## config.mk

```make
export PLATFORM = sky130hd
export DESIGN_NAME = brmc_top
export DESIGN_NICKNAME = d
export VERILOG_FILES = /design/src/core/brmc_sample_reg.v /design/src/core/brmc_top.v
export VERILOG_INCLUDE_DIRS = /design/src /design/src/pkg
export SDC_FILE = /design/constraint.sdc
export NUM_CORES = 1
export LEC_CHECK = 0
export BUFFER_PORTS_ARGS = -buffer_cell sky130_fd_sc_hd__buf_4
export CORE_ASPECT_RATIO = 1.75
export CORE_MARGIN = 4
export CORE_UTILIZATION = 50
export CTS_BUF_LIST = sky130_fd_sc_hd__clkbuf_16
export DETAILED_ROUTE_END_ITERATION = 16
export PLACE_DENSITY = 0.71
export SLEW_MARGIN = 40
export SYNTH_ARGS = -nofsm -noshare
export SYNTH_HDL_FRONTEND = slang
export SYNTH_SLANG_ARGS = --single-unit
```

## constraint.sdc

```tcl
create_clock -name mclk -period 3.1 [get_ports mclk]
set_clock_uncertainty 0.1 [all_clocks]
set_input_delay 0.31 -clock mclk [delete_from_list [all_inputs] [get_ports mclk]]
set_output_delay 0.31 -clock mclk [all_outputs]
set_load 0.1 [all_outputs]
```

## src/pkg/brmc_regs.vh

```
// register map and constants of the buck rail mode control block
`ifndef BRMC_REGS_VH
`define BRMC_REGS_VH
`define BRMC_ADDR_CTRL     8'h39
`define BRMC_CTRL_RESET    8'h07
`define BRMC_STATE_LSB     0
`define BRMC_STATE_MSB     2
`define BRMC_EXIT_LSB      3
`define BRMC_EXIT_MSB      5
`define BRMC_VSEL_LSB      6
`define BRMC_VSEL_MSB      7
`define BRMC_ST_OFF        3'h4
`define BRMC_ST_PFM        3'h5
`define BRMC_ST_SKIP       3'h6
`define BRMC_ST_PWM        3'h7
`define BRMC_VSEL_1V5      2'h0
`define BRMC_VSEL_1V6      2'h1
`define BRMC_DISCH_NS      1000
`define BRMC_CLK_NS        8
`define BRMC_DISCH_CYC     ((`BRMC_DISCH_NS + `BRMC_CLK_NS - 1) / `BRMC_CLK_NS)
`endif

```

## src/core/brmc_sample_reg.v

```verilog
// holding register for the digitised rail current
`timescale 1ns/1ps
module brmc_sample_reg #(
	parameter W = 10
) (
	input  wire         mclk,
	input  wire         rst_n,
	input  wire         wr_en,
	input  wire [W-1:0] wr_data,
	output reg  [W-1:0] rd_data_ff
);
	always @(posedge mclk or negedge rst_n)
	begin
		if (!rst_n)
			rd_data_ff <= {W{1'b0}};
		else if (wr_en)
			rd_data_ff <= wr_data;
	end
endmodule // brmc_sample_reg

```

## src/core/brmc_top.v

```verilog
// control and status logic of one buck rail
`timescale 1ns/1ps
`include "brmc_regs.vh"

// Contract
// - The rail mode is chosen by register among off, PULSE_FREQUENCY_MODE, skip and PWM.
// - State bits 2:0 decode x4 off, x5 PULSE_FREQUENCY_MODE, x6 skip, x7 PWM; x0-x3 reserved.
// - On the standby exit pin, bits 5:3 copy into the state if x4-x7.
// - Bits 7:6 pick the output level: x0 1.5 V, x1 1.6 V, others reserved.
// - The control register is read/write at 0x39 and resets to 0x07.
// - The output is discharged by the low side switch when the state turns off; a reset turns the rail off without discharge.
// - Output current is converted by the ADC and held for host reads; here it is held on rail_current_ff only, and no register address reads it.
// - Peak over-current limits per cycle and raises the rail fault.
module brmc_top #(
	parameter ADC_W     = 10,
	parameter DISCH_CYC = `BRMC_DISCH_CYC
) (
	input  wire             mclk,
	input  wire             resetn,
	input  wire             reg_wr,
	input  wire             reg_rd,
	input  wire [7:0]       reg_addr,
	input  wire [7:0]       reg_wdata,
	output reg  [7:0]       reg_rdata_ff,
	output reg              reg_ack_ff,
	input  wire             standby_exit_pin,
	input  wire             adc_done,
	input  wire [ADC_W-1:0] adc_result,
	output reg  [ADC_W-1:0] rail_current_ff,
	input  wire             peak_overcurrent,
	output reg              cycle_limit_ff,
	output reg              rail_fault_ff,
	output reg              regulator_fault_interrupt_ff,
	input  wire             fault_clear,
	output reg              rail_enable_ff,
	output reg  [2:0]       mode_ff,
	output reg  [1:0]       vsel_ff,
	output reg              discharge_ff
);
	// ****************************************************
	// reset release
	// ****************************************************
	reg        rst_meta_ff;
	reg        rst_n_ff;
	always @(posedge mclk or negedge resetn)
	begin
		if (!resetn)
		begin
			rst_meta_ff <= 1'b0;
			rst_n_ff    <= 1'b0;
		end
		else
		begin
			rst_meta_ff <= 1'b1;
			rst_n_ff    <= rst_meta_ff;
		end
	end

	// ****************************************************
	// decoding helpers
	// ****************************************************
	function valid_state;
		input [2:0] code;
		begin
			valid_state = code[2];
		end
	endfunction

	// ****************************************************
	// control register
	// ****************************************************
	reg  [7:0]  ctrl_ff;
	reg  [7:0]  nxt_ctrl;
	reg         exit_prev_ff;
	wire        hit = (reg_addr == `BRMC_ADDR_CTRL);
	wire        exit_rise = standby_exit_pin & ~exit_prev_ff;
	wire [2:0]  exit_code = ctrl_ff[`BRMC_EXIT_MSB:`BRMC_EXIT_LSB];
	wire [2:0]  wr_state = reg_wdata[`BRMC_STATE_MSB:`BRMC_STATE_LSB];
	wire [4:0]  wr_upper = reg_wdata[`BRMC_VSEL_MSB:`BRMC_EXIT_LSB];
	wire [2:0]  cur_state = ctrl_ff[`BRMC_STATE_MSB:`BRMC_STATE_LSB];
	wire [1:0]  cur_vsel = ctrl_ff[`BRMC_VSEL_MSB:`BRMC_VSEL_LSB];

	always @*
	begin
		nxt_ctrl = ctrl_ff;
		if (reg_wr && hit)
		begin
			nxt_ctrl[`BRMC_VSEL_MSB:`BRMC_EXIT_LSB] =
				wr_upper;
			if (valid_state(wr_state))
				nxt_ctrl[`BRMC_STATE_MSB:`BRMC_STATE_LSB] =
					wr_state;
		end
		// pin copy wins over a same-cycle write of the state bits;
		// the host must load the field before it relies on the pin
		if (exit_rise && valid_state(exit_code))
			nxt_ctrl[`BRMC_STATE_MSB:`BRMC_STATE_LSB] =
				exit_code;
	end

	always @(posedge mclk or negedge rst_n_ff)
	begin
		if (!rst_n_ff)
		begin
			ctrl_ff      <= `BRMC_CTRL_RESET;
			exit_prev_ff <= 1'b0;
		end
		else
		begin
			ctrl_ff      <= nxt_ctrl;
			exit_prev_ff <= standby_exit_pin;
		end
	end

	// ****************************************************
	// register read port
	// ****************************************************
	always @(posedge mclk or negedge rst_n_ff)
	begin
		if (!rst_n_ff)
		begin
			reg_rdata_ff <= 8'h00;
			reg_ack_ff   <= 1'b0;
		end
		else
		begin
			// unmapped accesses are acknowledged and read as zero
			reg_ack_ff   <= reg_wr | reg_rd;
			reg_rdata_ff <= (reg_rd && hit) ? ctrl_ff : 8'h00;
		end
	end

	// ****************************************************
	// rail drive and shutdown discharge
	// ****************************************************
	localparam [2:0] ST_RUN   = 3'h1;
	localparam [2:0] ST_DISCH = 3'h2;
	localparam [2:0] ST_IDLE  = 3'h4;
	reg  [2:0]  fsm_ff;
	reg  [2:0]  nxt_fsm;
	// the counter is 16 bits wide, so longer discharge times need a
	// wider one; a zero setting still gives one cycle of discharge
	reg  [15:0] dis_cnt_ff;
	wire [15:0] dis_load = (DISCH_CYC > 0) ?
		DISCH_CYC[15:0] - 16'h0001 : 16'h0000;
	wire        want_on = (cur_state != `BRMC_ST_OFF);
	wire        dis_done = (dis_cnt_ff == 16'h0000);

	always @*
	begin
		case (fsm_ff)
		ST_RUN:   nxt_fsm = want_on ? ST_RUN : ST_DISCH;
		ST_DISCH: nxt_fsm = want_on ? ST_RUN :
			(dis_done ? ST_IDLE : ST_DISCH);
		ST_IDLE:  nxt_fsm = want_on ? ST_RUN : ST_IDLE;
		default:  nxt_fsm = ST_IDLE;
		endcase
	end

	always @(posedge mclk or negedge rst_n_ff)
	begin
		if (!rst_n_ff)
		begin
			fsm_ff         <= ST_IDLE;
			dis_cnt_ff     <= 16'h0000;
			rail_enable_ff <= 1'b0;
			discharge_ff   <= 1'b0;
			mode_ff        <= `BRMC_ST_OFF;
			vsel_ff        <= `BRMC_VSEL_1V5;
		end
		else
		begin
			fsm_ff <= nxt_fsm;
			if (fsm_ff == ST_RUN && nxt_fsm == ST_DISCH)
				dis_cnt_ff <= dis_load;
			else if (!dis_done)
				dis_cnt_ff <= dis_cnt_ff - 16'h0001;
			rail_enable_ff <= (nxt_fsm == ST_RUN);
			discharge_ff   <= (nxt_fsm == ST_DISCH);
			mode_ff        <= cur_state;
			// reserved levels fall back to the default level
			vsel_ff <= (cur_vsel == `BRMC_VSEL_1V6) ?
				`BRMC_VSEL_1V6 : `BRMC_VSEL_1V5;
		end
	end

	// ****************************************************
	// current sample and over-current fault
	// ****************************************************
	wire [ADC_W-1:0] sample;
	brmc_sample_reg #(
		.W(ADC_W)
	) u_sample (
		.mclk      (mclk),
		.rst_n     (rst_n_ff),
		.wr_en     (adc_done),
		.wr_data   (adc_result),
		.rd_data_ff(sample)
	);

	always @(posedge mclk or negedge rst_n_ff)
	begin
		if (!rst_n_ff)
		begin
			rail_current_ff              <= {ADC_W{1'b0}};
			cycle_limit_ff               <= 1'b0;
			rail_fault_ff                <= 1'b0;
			regulator_fault_interrupt_ff <= 1'b0;
		end
		else
		begin
			rail_current_ff <= sample;
			cycle_limit_ff  <= peak_overcurrent & rail_enable_ff;
			// a new event beats a clear in the same cycle
			if (peak_overcurrent && rail_enable_ff)
				rail_fault_ff <= 1'b1;
			else if (fault_clear)
				rail_fault_ff <= 1'b0;
			regulator_fault_interrupt_ff <= rail_fault_ff;
		end
	end
endmodule // brmc_top

```

## Word level (Yosys, flattened, before mapping)

Cells that the tools add are included.

| word-level totals | value |
|---|---|
| bits in registers | 68 |
| logic and storage cells | 56 |
| input port bits | 34 |
| output and inout port bits | 29 |

| cells by class | value |
|---|---|
| reduce and logical (&&, ||, !) cells | 10 |
| $add $sub $neg | 1 |
| equality and inequality tests | 9 |
| bitwise logic cells | 4 |
| muxes and demuxes | 14 |

Operators with widths:

| operator | count |
|---|---|
| $mux W16 | 2 |
| $mux W3 | 6 |
| $logic_not A16 Y1 | 1 |
| $sub A16 B1 Y16 const B | 1 |
| $pmux W3 S3 | 1 |
| $eq A8 B6 Y1 const B | 1 |
| $mux W8 | 1 |
| $eq A3 B1 Y1 const B | 2 |
| $eq A3 B2 Y1 const B | 2 |
| $reduce_bool A2 Y1 | 3 |
| $logic_and A1 B1 Y1 | 5 |
| $eq A3 B3 Y1 const B | 1 |
| $mux W1 | 3 |
| $ne A3 B3 Y1 const B | 1 |
| $and A1 B1 Y1 | 2 |
| $eq A2 B1 Y1 const B | 1 |
| $mux W2 | 1 |
| $ne A2 B1 Y1 const B | 1 |
| $reduce_and A2 Y1 | 1 |
| $not A1 Y1 | 1 |
| $or A1 B1 Y1 | 1 |

## Longest topological paths before layout

Gate-level depths: netlist of the first run.

| logic depth | value |
|---|---|
| word-level depth | 7 |
| gate-level depth with buffers | 7 |
| mapped depth without buffers | 6 |

## Cells and area by module

From an unflattened synthesis of the first run, not the netlist that was laid out.

| second synthesis, totals | value |
|---|---|
| cell total of the unflattened synthesis | 210 |
| area total of the unflattened synthesis | 2726.4 um^2 |

By module, submodules not included:

| module | seq. area each (um^2) | instances | cells each | area each (um^2) |
|---|---|---|---|---|
| brmc_top | 1457.6 | 1 | 189 | 2314.7 |
| brmc_sample_reg | 250.2 | 1 | 21 | 411.6 |

## Worst setup path before layout of the first run

OpenSTA, ideal clock, no wires.

| timing path | value |
|---|---|
| path kind | reg2reg |
| start point | register dis_cnt_ff[7] |
| end point | register dis_cnt_ff[15] |
| cell stages (with the launch flop) | 5 |
| data arrival time | 1.941 ns |
| clock period less this slack | 2.107 ns |
| path buffers | 0 |
| slack | 0.993 ns |
| library setup time | 0.066 ns |
| data required time | 2.934 ns |
| cell sequence | dfrtp_1 > or4_4 > or4b_4 > or4_1 > nand2_1 |

| on the way | value |
|---|---|
| longest elaborated chain between the ends | 7 |
| elaborated cells on any way between the ends | 10 |
| those cells by class | add/sub (1); eq/ne (2); mux (5); reduce/logical (2) |

Ends and longest elaborated chain:

| item | RTL line | source |
|---|---|---|
| start: declaration | brmc_top.v:143 | `reg [15:0] dis_cnt_ff;` |
| start signal: assignment | brmc_top.v:175 | `dis_cnt_ff <= dis_load;` |
| start signal: assignment | brmc_top.v:177 | `dis_cnt_ff <= dis_cnt_ff - 16'h0001;` |
| $logic_not A16 Y1 | brmc_top.v:147 | `wire dis_done = (dis_cnt_ff == 16'h0000);` |
| $mux W3 | brmc_top.v:154 | `(dis_done ? ST_IDLE : ST_DISCH);` |
| $mux W3 | brmc_top.v:153 | `ST_DISCH: nxt_fsm = want_on ? ST_RUN :` |
| $pmux W3 S3 | brmc_top.v:151 | `case (fsm_ff)` |
| $eq A3 B2 Y1 | brmc_top.v:174 | `if (fsm_ff == ST_RUN && nxt_fsm == ST_DISCH)` |
| $logic_and A1 B1 Y1 | brmc_top.v:174 |  |
| $ne A2 B1 Y1 (no line) or $mux W16 (tied branches) | -- |  |

Parallel ways exist; a longest one is shown, timed or not. The select of a mux whose other input is x is not followed.
A chain may end at the register's enable or synchronous reset.

## Final worst setup path of the first run

| timing path | value |
|---|---|
| start point | register dis_cnt_ff[0] |
| end point | register fsm_ff[2] |

| on the way | value |
|---|---|
| longest elaborated chain between the ends | 4 |

Ends and longest elaborated chain:

| item | RTL line | source |
|---|---|---|
| $logic_not A16 Y1 | brmc_top.v:147 |  |
| $mux W3 | brmc_top.v:154 |  |
| $mux W3 | brmc_top.v:153 |  |
| $pmux W3 S3 | brmc_top.v:151 |  |
| net nxt_fsm[2] | brmc_top.v:140 | `reg [2:0] nxt_fsm;` |
| end signal: assignment | brmc_top.v:173 | `fsm_ff <= nxt_fsm;` |
| end: declaration | brmc_top.v:139 | `reg [2:0] fsm_ff;` |

The timed path passes the listed nets, and every way through them passes these cells.

==> results of run 1 <==
## cells by family after synthesis
kind of cell,after synthesis
mux,21
xor+xnor,1
buf+inv,13
fa+ha+maj,2
simple gates,76
other cells,2
flops,68
compound gates,28
## power by group through the flow
stage / sequential, uW / combinational [uW] / clock [uW]
detailed placement: 1300 / 871 / 0
CTS: 1290 / 882 / 947
finish: 1290 / 874 / 929
global route: 1320 / 944 / 985
global placement: 1280 / 859 / 0
floorplan: 1610 / 323 / 0
## routing by layer
layer  wire (um)  global-route usage, %  vias up
met2        3360                   34.0       36
met1        1910                   19.2      944
met5           0                      0        -
met3         213                   3.87        6
li1            -                      -      896
met4          76                   11.0        0
## critical path: cells and delay by family, from the launching register on
kind | cells | cell delay [ps]
simple gates | 3 | 1140
buf+inv | 2 | 300
fa+ha+maj | 1 | 150
flops | 1 | 410
compound gates | 1 | 200
## stage by stage
stage | cells | total power (uW)
6_report | 342 | 3090
5_1_grt | 342 | 3250
4_1_cts | 342 | 3120
3_5_place_dp | 325 | 2170
3_3_place_gp | 325 | 2140
2_1_floorplan | 211 | 1940
## cell usage in the layout (no fill, tap or decap), drive strengths merged, types with 3 or more instances in the layout
cell | netlist | routed
and3 | 10 | 10
inv | 8 | 10
nand4 | 5 | 5
nor2b | 6 | 6
nor4 | 4 | 4
dfrtp | 63 | 63
a21oi | 11 | 11
mux2 | 15 | 15
nor3 | 5 | 5
clkbuf | 4 | 9
o21ai | 7 | 7
mux2i | 6 | 6
nor2 | 10 | 10
dfstp | 5 | 5
or4 | 4 | 4
clkinv | 0 | 3
buf | 1 | 64
nand2 | 11 | 11
## worst paths after layout
check | startpoint | end | slack (ps) | cells past startpoint
setup / recovery | dis_cnt_ff[0]$_DFFE_PN0P_ | fsm_ff[2]$_DFF_PN1_ | 720 | 7
hold / removal | rst_n_ff$_DFF_PN0_ | dis_cnt_ff[8]$_DFFE_PN0P_ | 80 | 0
setup reg to reg | dis_cnt_ff[0]$_DFFE_PN0P_ | fsm_ff[2]$_DFF_PN1_ | 720 | 7
hold reg to reg | rst_n_ff$_DFF_PN0_ | dis_cnt_ff[8]$_DFFE_PN0P_ | 80 | 0
max in group asynchronous | rst_n_ff$_DFF_PN0_ | ctrl_ff[1]$_DFFE_PN1P_ | 2060 | 1
min in group mclk | reg_wr | reg_ack_ff$_DFF_PN0_ | 100 | 2
## area by class of cell
type	instances	area, sq um
fillers	414	1750
flip-flops and latches	68	1710
multi-input cells	130	923
repair buffers	66	500
clock buffers	9	225
well taps	55	68.8
clock inverters	6	48.8
inverters	8	30.0
## registers in the layout, indices dropped and copies added (netlist names)
name	count
regulator_fault_interrupt_ff	1
mode_ff	3
rst_n_ff	1
rail_enable_ff	1
rail_current_ff	10
exit_prev_ff	1
reg_rdata_ff	8
rail_fault_ff	1
fsm_ff	3
dis_cnt_ff	16
rst_meta_ff	1
cycle_limit_ff	1
ctrl_ff	8
vsel_ff	1
discharge_ff	1
u_sample.rd_data_ff	10
reg_ack_ff	1
==> out/metrics.cfg, run 1 <==
[final_layout]
postLayoutCoreUtil_pct=66.7
syn2layout_area_growth_pct=30.6
drive_gt1_share_pct=35.9
diodes=0
fin_nets=319
design_area_sq_um=3510

[placement]
routabilityCongestion=0.871
dpl_cell_area_sq_um=3210
dp_slack_ps=742
port_buffers=61
dpl.hpwl_um=4030

[sta]
fin_hold_ws_ps=82.0
finalCriticalPeriod_ps=2380
fin_ws_ps=717
setup-tns-final_ps=0
tightestPinTransition_ps=621
rsz0062_at_grt=false
fin_crit_sh_pct=76.9
fmax_mhz=420
slew-limit-headroom_pct=58.0
setup_viol_count_final=0
final-max-slew-violation-count=0
final-hold-violation-count=0

[power_and_ir_drop]
power_frac_comb_pct=28.3
swShare_pct=36.2
power.density_nw_per_um2=881
p_clk_share_pct=30.1
power_switching_uw=1120
peakVddDrop_v=0.000483
p_int_uw=1970
p_leak_uw=0.00172
power.share.sequential_pct=41.6

[route]
dr.pass1.iters=4
vias=1882
post_drt_wl_per_cell_um=16.3
wirelength_um=5560
drt-vias-per-instance=5.50
first_iter_violations=70
drtAntennaViolNets=0
drc=0

[yosys]
synth_area_leaders=dfrtp_1 (59%), mux2_2 (6.3%), dfstp_2 (4.9%)
synth-compound-area-share_pct=6.43
synth_nets=247
ys_types=43
synth_warnings=0
yosysSeqAreaShare_pct=63.6
synthTopCellsByCount=dfrtp_1 (63), mux2_2 (15), a21oi_1 (11), nand2_1 (11)
synth-xor-area-share_pct=0.326
syn_area_sq_um=2680
avgSynthCellArea_sq_um=12.7
synth_edf_count=0
ys.flop_type=dfrtp_1
ys_seq_elements=68
synth_most_common_cell=dfrtp_1
synth-simple-area-share_pct=17.9
synthAdderAreaFrac_pct=0.932
synth_top_cell_by_area=dfrtp_1
syn_inst=211
synth_top_family_by_area=simple AND/OR/NAND/NOR gates
synth.top_cell.area_share_pct=58.7
async_reset_ff_share_pct=100
synth.area.mux_share_pct=8.53

[run_status]
outcome=complete, no violations

[clocking]
post_cts_resized=0
cts_post_setup_buffers_inserted=0
cts_hold_buffers=2
cts_buffers=9
clkSinkCount=68
clock_path_buffers=2
clock_insertion_delay_worst_skew_ps=320
clkTransAtPathRegs_ps=50
h-tree-depth=3
cts_tree=built
cts-root-buf=clkbuf_16

[job]
drv_cap=0

[global_route]
grt_pass1_vias=2062
grt_pass1_wl_um=9460
grt_usage_pct=18.7
grt-ovfl-total=0
antenna_found_initial=0
grt_max_degree=32

[floorplan]
num_rows=35
die_area_sq_um=6650
die_h_um=105
start_util_pct=51.1
io-pin-count=63
fp.coreArea_sq_um=5260
die_width_um=63.4

[hold_path]
hp-class=reg2async

[worst_setup_path]
critical-path-slowest-cell=or4b_2
worstSetupStartpointType=register
critPathRequiredTime_ps=3240
path_cells=inv_1 -> ha_1 -> nor4b_4 -> nand4_1 -> buf_4 -> or4b_2 -> a31oi_1
path_class=reg2reg
cp.arrival_ps=2520
critPathMaxFanout=12
slowest_delay_ps=630
cp-end-kind=register

Power figures use the tool's default switching activity.
==> run 2: changes to the inputs <==
Clock period 3.1 ns to 2.4 ns, I/O delays scaled along.
==> run 2 against run 1 <==
Effect of this change:
- clock power is 59% higher
- combinational power grew 32%
- sequential share of layout area decreased by 1.7 points
- sequential power rose by 29%
- first-iteration DRC count rose by 36%
- die area stayed put
- critical endpoint is now dis_cnt_ff[15]$_DFFE_PN0P_
- largest power group unchanged
- total power up 39%
- largest cell class unchanged
- setup slack lost 510 ps
- sequential cell count did not move
- count of clock-buffer cells in the layout stayed put
- cell area increased by 3.6%
==> out/metrics.cfg, run 2 (synthesis gave the netlist of run 1 again) <==
[run_status]
outcome=complete, no violations

[power_and_ir_drop]
peakVddDrop_v=0.000705  ; +46%
power.density_nw_per_um2=1180  ; +34%
p_leak_uw=0.00179  ; +3.9%

[final_layout]
fin_nets=325  ; +1.9%
area.sequential_sq_um=1710  ; unchanged
drive_gt1_share_pct=38.8  ; +2.9 points
fillers=393  ; -5.1%
diodes=0  ; unchanged
postLayoutCoreUtil_pct=69.1  ; +2.4 points
top_regs=dis_cnt_ff x16, rail_current_ff x10, u_sample.rd_data_ff x10
largest_register_ffs=16  ; unchanged
multiInputGateArea_sq_um=923  ; unchanged
final_common_cell=buf_4
final_cells=349  ; +2.0%
layout_common_cells=buf_4 (69), dfrtp_1 (62), mux2_2 (15), a21oi_1 (11), nand2_1 (11)
syn2layout_area_growth_pct=35.3
regMostFlops=dis_cnt_ff

[sta]
final-max-slew-violation-count=0  ; unchanged
fin_crit_sh_pct=91.4  ; +15 points
fin_hold_ws_ps=22.2  ; -59.7 ps
rsz0062_at_grt=false
fmax_mhz=456  ; +8.6%
tightestPinTransition_ps=643  ; +21.8 ps
setup-tns-final_ps=0  ; unchanged
finalCriticalPeriod_ps=2190  ; -189 ps
setup_viol_count_final=0  ; unchanged
slew-limit-headroom_pct=57.1  ; -0.87 points
final-hold-violation-count=0  ; unchanged

[hold_path]
min_path_cells=2
hp-class=in2reg

[clocking]
clkTransAtPathRegs_ps=50  ; about the same
h-tree-depth=3  ; unchanged
clkSinkCount=68  ; unchanged
clock_path_buffers=2  ; unchanged
post_cts_resized=0  ; unchanged
clock_insertion_delay_worst_skew_ps=320  ; about the same
cts_post_setup_buffers_inserted=0  ; unchanged
cts-root-buf=clkbuf_16
cts_tree=built
cts_hold_buffers=2  ; unchanged
cts_buffers=9  ; unchanged

[worst_setup_path]
worstSetupStartpointType=register
path_cells=or4_4 -> or4b_4 -> or4_1 -> nand2_1
path_class=reg2reg
critical-path-slowest-cell=or4_4
rr_worst_depth=4  ; -3
critical_path.top_delay_family=simple AND/OR/NAND/NOR gates
crit_buf_inv=0  ; -2
cp.arrival_ps=2360  ; -160 ps
worstSetupPathDepth=4  ; -3
critPathRequiredTime_ps=2560  ; -680 ps
slowest_delay_ps=580  ; -50 ps
critPathMaxFanout=8  ; -4
cp-end-kind=register

[floorplan]
die_h_um=105  ; unchanged
die_width_um=63.4  ; unchanged
start_util_pct=51.1  ; unchanged
die_area_sq_um=6650  ; unchanged
num_rows=35  ; unchanged
fp.coreArea_sq_um=5260  ; unchanged
io-pin-count=63  ; unchanged

[global_route]
grt_pass1_vias=2019  ; -2.1%
grt_pass1_wl_um=9540  ; +0.88%
grt_max_degree=39  ; +22%
grt-ovfl-total=0  ; unchanged
antenna_found_initial=0  ; unchanged
grt_usage_pct=18.6  ; -0.12 points

[placement]
port_buffers=61  ; unchanged
dpl.hpwl_um=3890  ; -3.6%
placed_cells=331  ; +1.8%
routabilityCongestion=0.754  ; -13%

[route]
wirelength_um=5510  ; -0.94%
post_drt_wl_per_cell_um=15.8  ; -2.9%
vias=1898  ; +0.85%
dr.pass1.iters=4  ; unchanged
drt-vias-per-instance=5.44  ; -1.2%
drtAntennaViolNets=0  ; unchanged
drc=0  ; unchanged
first_iter_violations=95  ; +36%

[job]
drv_cap=0  ; unchanged

[run 2: area by class of cell]
cell class / instances / area share, %
well taps: 55 / 1.90
repair buffers: 72 / 15.4
inverters: 8 / 0.827
multi-input cells: 130 / 25.4
clock buffers: 9 / 6.20
flip-flops and latches: 68 / 47.1
clock inverters: 7 / 3.20
[run 2: worst paths after layout]
check | start | end | slack [ps]
min in group asynchronous | resetn | rst_meta_ff$_DFF_PN0_ | 130
worst max register to register | dis_cnt_ff[7]$_DFFE_PN0P_ | dis_cnt_ff[15]$_DFFE_PN0P_ | 210
worst min register to register | rst_n_ff$_DFF_PN0_ | dis_cnt_ff[7]$_DFFE_PN0P_ | 190
worst min-delay path | reg_wr | reg_ack_ff$_DFF_PN0_ | 20
worst max-delay path | dis_cnt_ff[7]$_DFFE_PN0P_ | dis_cnt_ff[15]$_DFFE_PN0P_ | 210
max in group asynchronous | rst_n_ff$_DFF_PN0_ | fsm_ff[2]$_DFF_PN1_ | 1330
[run 2: metal layers]
metal | global-route usage [%] | wire [um] | up-vias
met5 | 0 | 0 | -
met1 | 20.5 | 2050 | 932
met3 | 5.05 | 216 | 10
li1 | - | - | 914
met2 | 32.6 | 3150 | 42
met4 | 8.50 | 93 | 0
[run 2: per-stage QoR]
stage                     total power [uW]  instance area, sq um  worst slack [ps]
after floorplan                       2500                  2680               275
after global placement                2800                  3270               252
after detailed placement              2830                  3270               231
after CTS                             4330                  3630               211
after global routing                  4510                  3630               165
final                                 4290                  3630               206
[run 2: power breakdown]
part	internal, uW	leakage [uW]	switching [uW]
sequential	1410	0.000826	254
clock	1010	0.000171	465
combinational	382	0.000789	764
total	2810	0.00179	1480
